==> src/chb_defs.svh <==
`ifndef CHB_DEFS_SVH
`define CHB_DEFS_SVH
`define CHB_SPEED_250 8'hD9
`define CHB_SPEED_100 8'hDC
`define CHB_SPEED_EXT 8'hDF
`define CHB_EXT_120 8'h12
`define CHB_EXT_80 8'h79
`define CHB_WP_BIT 3
`define CHB_EXT_MORE_BIT 7
`define CHB_ADDR_DATA 3'h0
`define CHB_ADDR_CTRL 3'h6
`define CHB_WAIT_CYC 4'h2
`define CHB_LOW_HOLD_MS 100
`define CHB_CLK_KHZ 25000
`define CHB_LOW_HOLD_CYC (`CHB_LOW_HOLD_MS * `CHB_CLK_KHZ)
`endif

==> src/chb_pkg.sv <==
package chb_pkg;
   typedef enum logic [1:0] {CHB_IDLE, CHB_WAIT, CHB_BUSY} chb_phase_t;
   typedef enum logic [1:0] {
      CHB_SPD_250, CHB_SPD_120, CHB_SPD_100, CHB_SPD_80
   } chb_speed_t;
endpackage

==> src/chb_access.sv <==
`timescale 1ns/100ps
`include "chb_defs.svh"
module chb_access import chb_pkg::*; #(
   parameter int LOW_HOLD_CYC = `CHB_LOW_HOLD_CYC,
   parameter int FIFO_DEPTH = 16
) (
   input wire logic clk,
   input wire logic reset,
   input wire logic low_lane_enable_n,
   input wire logic high_lane_enable_n,
   input wire logic attr_select_n,
   input wire logic [2:0] addr,
   input wire logic port_read_strobe_n,
   input wire logic port_write_strobe_n,
   input wire logic mem_read_strobe_n,
   input wire logic mem_write_strobe_n,
   input wire logic interface_select_input_n,
   input wire logic task_file_select_n,
   input wire logic control_block_select_n,
   input wire logic dma_grant_n,
   input wire logic [15:0] data_in,
   output logic [15:0] data_out,
   output logic data_hi_oe,
   output logic data_lo_oe,
   output logic wide_port_indicator_n,
   output logic wait_n,
   output logic disk_mode,
   output logic [1:0] speed_sel,
   output logic [7:0] speed_byte,
   output logic [7:0] speed_ext_byte,
   output logic speed_has_ext,
   input wire logic [15:0] rd_word,
   output logic rd_taken,
   output logic [2:0] reg_index,
   output logic reg_is_ctrl,
   output logic wr_valid,
   input wire logic wr_ready,
   output logic [15:0] wr_data,
   output logic [1:0] wr_lanes,
   output logic [2:0] wr_index,
   output logic wr_is_ctrl,
   input wire logic [1:0] speed_cfg
);
   // ************************************************
   // Pin synchronisers
   // ************************************************
   logic ce1_s, ce2_s, reg_s, ior_s, iow_s, oe_s, we_s, sel_s, cs0_s, cs1_s;
   logic dmk_s;
   logic [10:0] raw_in, syn_out;
   assign raw_in = {low_lane_enable_n, high_lane_enable_n, attr_select_n,
      port_read_strobe_n, port_write_strobe_n, mem_read_strobe_n,
      mem_write_strobe_n, interface_select_input_n, task_file_select_n,
      control_block_select_n, dma_grant_n};
   for (genvar g = 0; g < 11; g++) begin : g_sync
      chb_sync u_sync (
         .clk(clk),
         .reset(reset),
         .din(raw_in[g]),
         .dout(syn_out[g])
      );
   end
   assign {ce1_s, ce2_s, reg_s, ior_s, iow_s, oe_s, we_s, sel_s, cs0_s,
      cs1_s, dmk_s} = syn_out;
   // Address and data settle long before strobes, so they are sampled raw
   // ************************************************
   // State
   // ************************************************
   typedef struct packed {
      chb_phase_t ph;
      logic [3:0] wcnt;
      logic disk;
      logic decided;
      logic [2:0] settle;
      logic [31:0] lowcnt;
      logic [15:0] dout;
      logic hi_oe;
      logic lo_oe;
      logic wr_prev;
   } chb_st_t;
   chb_st_t s_q, s_d;
   logic fifo_in_ready, fifo_out_valid;
   logic [23:0] fifo_out;
   logic rd_act, wr_act, sock_sel, ide_sel, dma_sel, wr_edge;
   logic hi_lane, lo_lane, word_acc;
   function automatic logic [7:0] pick_byte(input logic [15:0] w,
                                            input logic odd);
      pick_byte = odd ? w[15:8] : w[7:0];
   endfunction
   // ************************************************
   // Access decode
   // ************************************************
   always_comb begin
      sock_sel = !s_q.disk && (!ce1_s || !ce2_s);
      ide_sel = s_q.disk && (cs0_s != cs1_s) && dmk_s;
      dma_sel = s_q.disk && cs0_s && cs1_s && !dmk_s;
      word_acc = s_q.disk ? (dma_sel || (ide_sel && !cs0_s &&
         addr == `CHB_ADDR_DATA)) : (!ce1_s && !ce2_s);
      hi_lane = s_q.disk ? word_acc : !ce2_s;
      lo_lane = s_q.disk ? (ide_sel || dma_sel) : !ce1_s;
      if (s_q.disk) begin
         rd_act = (ide_sel || dma_sel) && !ior_s;
         wr_act = (ide_sel || dma_sel) && !iow_s;
      end else if (!reg_s) begin
         rd_act = sock_sel && !ior_s;
         wr_act = sock_sel && !iow_s;
      end else begin
         rd_act = sock_sel && !oe_s;
         wr_act = sock_sel && !we_s;
      end
   end
   assign wr_edge = wr_act && !s_q.wr_prev;
   // ************************************************
   // Next state
   // ************************************************
   always_comb begin
      s_d = s_q;
      s_d.wr_prev = wr_act;
      // Interface mode arbitration
      // Synchronisers reset high, so decide only once they show the pin
      if (!s_q.decided) begin
         if (s_q.settle == 3'h4) begin
            s_d.decided = 1'b1;
            s_d.disk = !sel_s;
         end else begin
            s_d.settle = s_q.settle + 3'h1;
         end
      end else if (sel_s) begin
         s_d.disk = 1'b0;
         s_d.lowcnt = '0;
      end else if (!s_q.disk) begin
         s_d.lowcnt = s_q.lowcnt + 32'h1;
         if (s_q.lowcnt >= 32'(LOW_HOLD_CYC - 1)) begin
            s_d.disk = 1'b1;
         end
      end
      // Read cycle with wait stretch
      unique case (s_q.ph)
         CHB_IDLE: begin
            s_d.hi_oe = 1'b0;
            s_d.lo_oe = 1'b0;
            if (rd_act) begin
               s_d.ph = CHB_WAIT;
               s_d.wcnt = `CHB_WAIT_CYC;
            end
         end
         CHB_WAIT: begin
            if (!rd_act) begin
               s_d.ph = CHB_IDLE;
            end else if (s_q.wcnt == 4'h1) begin
               s_d.ph = CHB_BUSY;
               s_d.hi_oe = hi_lane;
               s_d.lo_oe = lo_lane;
               if (word_acc) begin
                  s_d.dout = rd_word;
               end else if (hi_lane && !lo_lane) begin
                  s_d.dout = {rd_word[15:8], 8'h00};
               end else begin
                  s_d.dout = {8'h00, s_q.disk ? rd_word[7:0]
                     : pick_byte(rd_word, addr[0])};
               end
            end else begin
               s_d.wcnt = s_q.wcnt - 4'h1;
            end
         end
         CHB_BUSY: begin
            if (!rd_act) begin
               s_d.ph = CHB_IDLE;
               s_d.hi_oe = 1'b0;
               s_d.lo_oe = 1'b0;
            end
         end
         default: s_d.ph = CHB_IDLE;
      endcase
   end
   always_ff @(posedge clk or posedge reset) begin
      if (reset) begin
         s_q <= '{ph: CHB_IDLE, wcnt: 4'h0, disk: 1'b0, decided: 1'b0,
            settle: 3'h0,
            lowcnt: 32'h0, dout: 16'h0000, hi_oe: 1'b0, lo_oe: 1'b0,
            wr_prev: 1'b0};
      end else begin
         s_q <= s_d;
      end
   end
   // ************************************************
   // Write path through the FIFO
   // ************************************************
   // Writes arriving while the FIFO is full are dropped; depth covers bursts
   logic [23:0] fifo_in;
   logic [1:0] lanes;
   logic [15:0] wword;
   always_comb begin
      lanes = {hi_lane, lo_lane};
      wword = data_in;
      if (!word_acc && lo_lane && !s_q.disk && addr[0]) begin
         wword = {data_in[7:0], 8'h00};
         lanes = 2'h2;
      end else if (!word_acc && lo_lane) begin
         wword = {8'h00, data_in[7:0]};
         lanes = 2'h1;
      end else if (!word_acc && hi_lane) begin
         wword = {data_in[15:8], 8'h00};
         lanes = 2'h2;
      end
      fifo_in = {2'h0, !cs1_s && s_q.disk, addr, lanes, wword};
   end
   chb_fifo #(
      .WIDTH(24),
      .DEPTH(FIFO_DEPTH)
   ) u_fifo (
      .clk(clk),
      .reset(reset),
      .in_valid(wr_edge),
      .in_ready(fifo_in_ready),
      .in_data(fifo_in),
      .out_valid(fifo_out_valid),
      .out_ready(wr_ready),
      .out_data(fifo_out)
   );
   assign wr_valid = fifo_out_valid;
   assign wr_data = fifo_out[15:0];
   assign wr_lanes = fifo_out[17:16];
   assign wr_index = fifo_out[20:18];
   assign wr_is_ctrl = fifo_out[21];
   // ************************************************
   // Outputs
   // ************************************************
   assign data_out = s_q.dout;
   assign data_hi_oe = s_q.hi_oe;
   assign data_lo_oe = s_q.lo_oe;
   assign wide_port_indicator_n = !(sock_sel && !reg_s);
   assign wait_n = !(s_q.ph == CHB_WAIT || (wr_act && !fifo_in_ready));
   assign disk_mode = s_q.disk;
   assign rd_taken = (s_q.ph == CHB_WAIT) && (s_q.wcnt == 4'h1) && rd_act;
   assign reg_index = addr;
   assign reg_is_ctrl = s_q.disk && !cs1_s;
   always_comb begin
      speed_has_ext = 1'b0;
      speed_ext_byte = 8'h00;
      unique case (speed_cfg)
         2'h0: speed_byte = `CHB_SPEED_250;
         2'h2: speed_byte = `CHB_SPEED_100;
         2'h1: begin
            speed_byte = `CHB_SPEED_EXT;
            speed_ext_byte = `CHB_EXT_120;
            speed_has_ext = 1'b1;
         end
         default: begin
            speed_byte = `CHB_SPEED_EXT;
            speed_ext_byte = `CHB_EXT_80;
            speed_has_ext = 1'b1;
         end
      endcase
   end
   assign speed_sel = speed_cfg;
   // ************************************************
   // Checks
   // ************************************************
   a_wide_ind: assert property (@(posedge clk) disable iff (reset)
      (sock_sel && !reg_s) |-> !wide_port_indicator_n)
      else $error("wide indicator not asserted");
   a_wp_bit: assert property (@(posedge clk) disable iff (reset)
      speed_byte[`CHB_WP_BIT] == 1'b1)
      else $error("speed byte bit 3 not set");
   a_ext_bit: assert property (@(posedge clk) disable iff (reset)
      speed_ext_byte[`CHB_EXT_MORE_BIT] == 1'b0)
      else $error("extension bit 7 set");
   a_sel_high: assert property (@(posedge clk) disable iff (reset)
      (s_q.decided && sel_s) |=> !disk_mode)
      else $error("disk mode while select high");
   a_wait_rd: assert property (@(posedge clk) disable iff (reset)
      (s_q.ph == CHB_IDLE && rd_act) |=> !wait_n)
      else $error("wait missing at read start");
   a_drive_lo: assert property (@(posedge clk) disable iff (reset)
      (rd_taken && !word_acc && lo_lane && !s_q.disk) |=> data_lo_oe
      && !data_hi_oe) else $error("byte read lanes wrong");
   a_word_rd: assert property (@(posedge clk) disable iff (reset)
      (rd_taken && word_acc) |=> (data_out == $past(rd_word)))
      else $error("word read data wrong");
   a_hi_only: assert property (@(posedge clk) disable iff (reset)
      (rd_taken && hi_lane && !lo_lane) |=> !data_lo_oe && data_hi_oe)
      else $error("high only lanes wrong");
endmodule

==> src/chb_fifo.sv <==
`timescale 1ns/100ps
module chb_fifo #(
   parameter int WIDTH = 16,
   parameter int DEPTH = 16
) (
   input wire logic clk,
   input wire logic reset,
   input wire logic in_valid,
   output logic in_ready,
   input wire logic [WIDTH-1:0] in_data,
   output logic out_valid,
   input wire logic out_ready,
   output logic [WIDTH-1:0] out_data
);
   localparam int AW = $clog2(DEPTH);
   typedef struct packed {
      logic [DEPTH-1:0][WIDTH-1:0] mem;
      logic [AW-1:0] wp;
      logic [AW-1:0] rp;
      logic [AW:0] cnt;
   } chb_fifo_st_t;
   chb_fifo_st_t s_q, s_d;
   logic push, pop;
   assign in_ready = (s_q.cnt != (AW+1)'(DEPTH));
   assign out_valid = (s_q.cnt != '0);
   assign out_data = s_q.mem[s_q.rp];
   assign push = in_valid && in_ready;
   assign pop = out_valid && out_ready;
   always_comb begin
      s_d = s_q;
      if (push) begin
         s_d.mem[s_q.wp] = in_data;
         s_d.wp = s_q.wp + 1'b1;
      end
      if (pop) begin
         s_d.rp = s_q.rp + 1'b1;
      end
      s_d.cnt = s_q.cnt + (AW+1)'(push) - (AW+1)'(pop);
   end
   always_ff @(posedge clk or posedge reset) begin
      if (reset) begin
         s_q <= '0;
      end else begin
         s_q <= s_d;
      end
   end
endmodule

==> src/chb_sync.sv <==
`timescale 1ns/100ps
module chb_sync (
   input wire logic clk,
   input wire logic reset,
   input wire logic din,
   output logic dout
);
   // ************************************************
   // Three stages; change taken when stages 2 and 3 agree
   // ************************************************
   typedef struct packed {
      logic [2:0] sh;
      logic o;
   } chb_sync_st_t;
   chb_sync_st_t s_q, s_d;
   always_comb begin
      s_d = s_q;
      s_d.sh = {s_q.sh[1:0], din};
      if (s_q.sh[2] == s_q.sh[1]) begin
         s_d.o = s_q.sh[2];
      end
   end
   always_ff @(posedge clk or posedge reset) begin
      if (reset) begin
         s_q <= '{sh: 3'h7, o: 1'b1};
      end else begin
         s_q <= s_d;
      end
   end
   assign dout = s_q.o;
endmodule

==> config.mk <==
export PLATFORM = sky130hd
export DESIGN_NAME = chb_access
export DESIGN_NICKNAME = d
export VERILOG_FILES = /design/src/chb_pkg.sv /design/src/chb_access.sv /design/src/chb_fifo.sv /design/src/chb_sync.sv
export VERILOG_INCLUDE_DIRS = /design/src
export SDC_FILE = /design/constraint.sdc
export NUM_CORES = 1
export LEC_CHECK = 0
export BUFFER_PORTS_ARGS = -buffer_cell sky130_fd_sc_hd__buf_2
export CAP_MARGIN = 0
export CORE_ASPECT_RATIO = 1.2
export CORE_MARGIN = 10
export CORE_UTILIZATION = 35
export CTS_CLUSTER_SIZE = 24
export DETAILED_ROUTE_END_ITERATION = 16
export GPL_ROUTABILITY_DRIVEN = 0
export GPL_TIMING_DRIVEN = 0
export PLACE_DENSITY_LB_ADDON = 0.3
export SLEW_MARGIN = 20
export SYNTH_ARGS = -nofsm -noshare
export SYNTH_HDL_FRONTEND = slang
export SYNTH_SLANG_ARGS = --single-unit
==> constraint.sdc <==
create_clock -name clk -period 17.05 [get_ports clk]
set_input_delay 0.8525 -clock clk [delete_from_list [all_inputs] [get_ports clk]]
set_output_delay 0.8525 -clock clk [all_outputs]
set_load 0.005 [all_outputs]
; ---- After elaboration in Yosys (flattened, before gate mapping)
; Cells that the tools add are included.
[totals]
reg_bits = 503
latchBits = 0
ramBits = 0
rom_bits = 0
input_bits = 51
mem_count = 0
[op_classes]
addsub = 7
n_mul = 0
div_mod_pow = 0
magnitude_cmp = 4
n_eq_ne = 26
shift = 0
muxes = 45
n_bitwise = 2
reduce_logical = 65
[ops]
columns = op, count
row1 = $bwmux W384, 1
row2 = $bmux W24 S4, 1
row3 = $demux W24 S4, 1
row4 = $mux W16, 4
row5 = $mux W32, 2
row6 = $add A32 B1 Y32 const B, 1
row7 = $ge A32 B22 Y1 const B, 1
row8 = $logic_and A1 B1 Y1, 29
row9 = $mux W24, 1
row10 = $mux W8, 3
row11 = $mux W22, 1
row12 = $logic_not A1 Y1, 18
row13 = $mux W2, 9
row14 = $pmux W7 S2, 1
row15 = $mux W1, 12
row16 = $mux W4, 3
row17 = $pmux W2 S3, 2
row18 = $eq A1 B1 Y1, 11
row19 = $lt A4 B5 Y1 const B, 2
row20 = $add A4 B1 Y4 const B, 2
row21 = $ne A2 B2 Y1 const B, 4
row22 = $pmux W4 S2, 1
row23 = $reduce_and A4 Y1, 2
row24 = $mux W6, 1
row25 = other kinds (25), 36

; ---- Depth between registers and ports, before layout
[logic_depth]
depth_word = 13
ltp_mapped = 14

; ---- Modules after synthesis
; A second synthesis with hierarchy kept.
[unflattened]
cells_unflattened = 1762
hier_area_um2 = 23694.0
[by_module_without_submodules]
columns = mod, instances, cells_each, area_each_um2
row1 = chb_fifo, 1, 1220, 18410.2
row2 = chb_access, 1, 476, 3962.6
row3 = chb_sync, 11, 6, 120.1

; ---- Worst setup path before layout
; OpenSTA, ideal clock, no wires.
[synth_path]
kind = register to output
startpoint = register u_fifo.s_q[5] (netlist bit)
endpoint = output wr_data[10]
t_arrival_ns = 2.128
t_required_ns = 16.197
slack_ns = 14.069
path_stages_with_launch = 5
path_buffers = 2
path_cell_list = dfrtp_1 -> clkbuf_1 -> buf_1 -> mux4_2 -> mux4_2
[synth_between]
elab_chain_cells = 2
[synth_lines]
columns = element, line
row1 = start: declaration, chb_fifo.sv:22  ; chb_fifo_st_t s_q, s_d;
row2 = start signal: assignment, chb_fifo.sv:42  ; s_q <= '0;
row3 = start signal: assignment, chb_fifo.sv:44  ; s_q <= s_d;
row4 = $bmux W24 S4, chb_fifo.sv:26  ; assign out_data = s_q.mem[s_q.rp];
row5 = $mux W22 (implied by the code), chb_fifo.sv:26
row6 = end: declaration, chb_access.sv:38  ; output logic [15:0] wr_data,
; No other way between the ends. The select of a mux whose other input is x is not followed.

; ---- Final worst setup path
[layout_path]
startpoint = register u_fifo.s_q[5] (netlist bit)
endpoint = output wr_data[8]
; The elaborated chain is that of the path after synthesis.

==> run metrics <==
status=finished, final reports clean; drt wl/cell=19.2 um; number of detailed-route iterations in the first pass=7; most common cell after layout, fill and taps aside=dfrtp_1; Worst-Margin Slew=1.09 ns; Setup CP Type=reg2out; Root Buffer Master=clkbuf_16; Mapped Avg Cell Area=11.6 um^2; Setup violations, final=0; ranking of synthesized cells by area=dfrtp_1 (51%), mux4_2 (12%), o21ai_0 (8.2%), nand2_1 (6.4%), dfstp_2 (5.5%); worst-path maximum fanout=10; relative slew slack=26.8%; first-pass GRT wire length=87300 um; pin count of the biggest net entering global routing=107; antenna cells=0; fin crit period=4.30 ns; final-layout fill cell count=5787; Rows=98; ys flop type=dfrtp_1; R2R depth=13; sequential area share after synthesis=56.2%; initial antenna violation count=5; clock skew=0.0350 ns; Remaining DRCs=0; Post-synth EDFFs=0; final hold vios=0; gr ovfl total=0; die width=244 um; Die H=289 um; Initial DRC Count=900; Clock Path Buffers=3; CTS sink count=471; Power Dens Cells=175 mW/mm^2; I/O Pins=119; Setup TNS Final=0 ns; postcts setup bufs=0; RSZ-0062 raised after global routing=false; Detail Route Antenna Nets=0; Max Cap Violations=0; cell taking the most area after synthesis=dfrtp_1; CP endpoint kind=primary output; CTS clk-pin slew, worst paths=0.06 ns; share of cells above drive strength 1=23.4%; gr usage total=15.5%; initial core utilization=35.3%; Clock H-tree levels=2; Critical Path AT=3.44 ns; CTS tree=built; vias in the first global route=15200; worst path required time=16.20 ns; commonest non-fill, non-tap cells in the layout=dfrtp_1 (427), nand2_1 (357), o21ai_0 (345), buf_2 (129), mux4_2 (110); FF+latch count, synth=471; period utilization=25.2%; dpl hpwl=40700 um; Leak=10.7 nW; Inserted Clock Buffers=48; worst skew pair latency=0.61 ns; pins over their slew limit=0; area grow syn2layout=15.8%; Ys Warns=0; cells after synthesis=1811; CP Launch Type=flop; DR vias=14300; Unique masters post-synth=58; die area=0.0704 mm^2; Nets=2050; Vias/cell=5.08; Post-CTS Hold Fix Bufs=0; fmax=233 MHz; worst hold margin=0.236 ns; Yosys top cell area share=50.7%; total power=0.00428 W; # port buffers=111; # resized after CTS=0; IR drop worst, VDD=0.0000726 V; Core Area=0.0596 mm^2; worst min-delay path class=in2async; drt total wl=54200 um; Post-Syn Area=0.0211 mm^2; Async SR Flop Fraction=100%
[layout make-up]
| cell class | instances | area (um^2) | share of cell area [%] |
|---|---|---|---|
| Clock buffer | 70 | 1390 | 5.72 |
| Sequential cell | 471 | 11800 | 48.6 |
| Multi-Input combinational cell | 1144 | 8270 | 33.9 |
| Tap cell | 800 | 1000 | 4.11 |
| Timing Repair Buffer | 116 | 693 | 2.84 |
| Clock inverter | 18 | 208 | 0.852 |
| Buffer | 165 | 830 | 3.40 |
| Inverter | 36 | 143 | 0.585 |
[flip-flops by register name, summed over array words and instances (netlist names)]
signal and count:
data_hi_oe 1, data_lo_oe 1, data_out 16, disk_mode 1, g_sync.u_sync.dout 11, g_sync.u_sync.s_d 22, g_sync.u_sync.s_q 11, s_q 43
u_fifo.s_q 365
[worst paths after layout]
kind | from | endpoint | slack, ns
max in group asynchronous | reset | u_fifo.s_q[376] | 15.27
hold reg to reg | g_sync[3].u_sync.s_d[2] | g_sync[3].u_sync.s_d[3] | 0.36
hold / removal | reset | s_q[35] | 0.24
setup reg to reg | u_fifo.s_q[3] | u_fifo.s_q[4] | 13.96
min in group clk | g_sync[3].u_sync.s_d[2] | g_sync[3].u_sync.s_d[3] | 0.36
setup / recovery | u_fifo.s_q[5] | wr_data[8] | 12.75
[metal layers]
layer | vias up | wire length [um] | GRT usage [%]
met2 | 263 | 27400 | 27.3
met4 | 8 | 1380 | 4.77
met1 | 7290 | 23000 | 19.0
li1 | 6684 | - | -
met3 | 81 | 2350 | 2.89
met5 | - | 57 | 0
[synthesized netlist by cell type, types with 11 or more instances]
| cell type | instances |
|---|---|
| a21oi_1 | 22 |
| buf_4 | 33 |
| maj3_1 | 11 |
| ha_1 | 16 |
| nor2_1 | 33 |
| xnor2_1 | 12 |
| mux4_2 | 110 |
| xor2_1 | 20 |
| nand4_1 | 15 |
| clkbuf_1 | 97 |
| nand3_1 | 20 |
| inv_1 | 36 |
| buf_2 | 18 |
| dfstp_2 | 44 |
| o21ai_0 | 345 |
| a22oi_1 | 18 |
| mux2_2 | 52 |
| nand2_1 | 357 |
| dfrtp_1 | 427 |
[cells by family after synthesis]
group | share of synthesized area, %
multiplexers | 14.6
flip-flops | 56.2
adder cells (fa/ha/maj) | 1.57
buffers and inverters | 4.58
XOR/XNOR | 1.33
AND/OR/NAND/NOR | 10.0
AO/OA/AOI/OAI | 11.6
other | 0.0357
[where the power goes]
| group | internal [W] | switching, W |
|---|---|---|
| registers | 0.00154 | 0.000225 |
| clock network | 0.000617 | 0.000451 |
| logic | 0.000728 | 0.000716 |
[worst max-delay path: stages (launching register included)]
cell	delay (ns)
dfrtp_1	0.35
clkbuf_1	0.35
buf_1	0.79
mux4_2	0.62
mux4_2	0.55
buf_2	0.16
[stage by stage]
stage | utilization (%) | instances | area (um^2) | setup slack (ns)
floorplan | - | 1816 | 21100 | 3.13
global placement | 38.0 | 2727 | 22600 | -1.55
detailed placement | 38.2 | 2732 | 22800 | 13.37
CTS | 40.9 | 2820 | 24400 | 12.70
global route | 40.9 | 2820 | 24400 | 12.60
finish | 40.9 | 2820 | 24400 | 12.75
No activity file was read; power rests on OpenSTA's default activity.
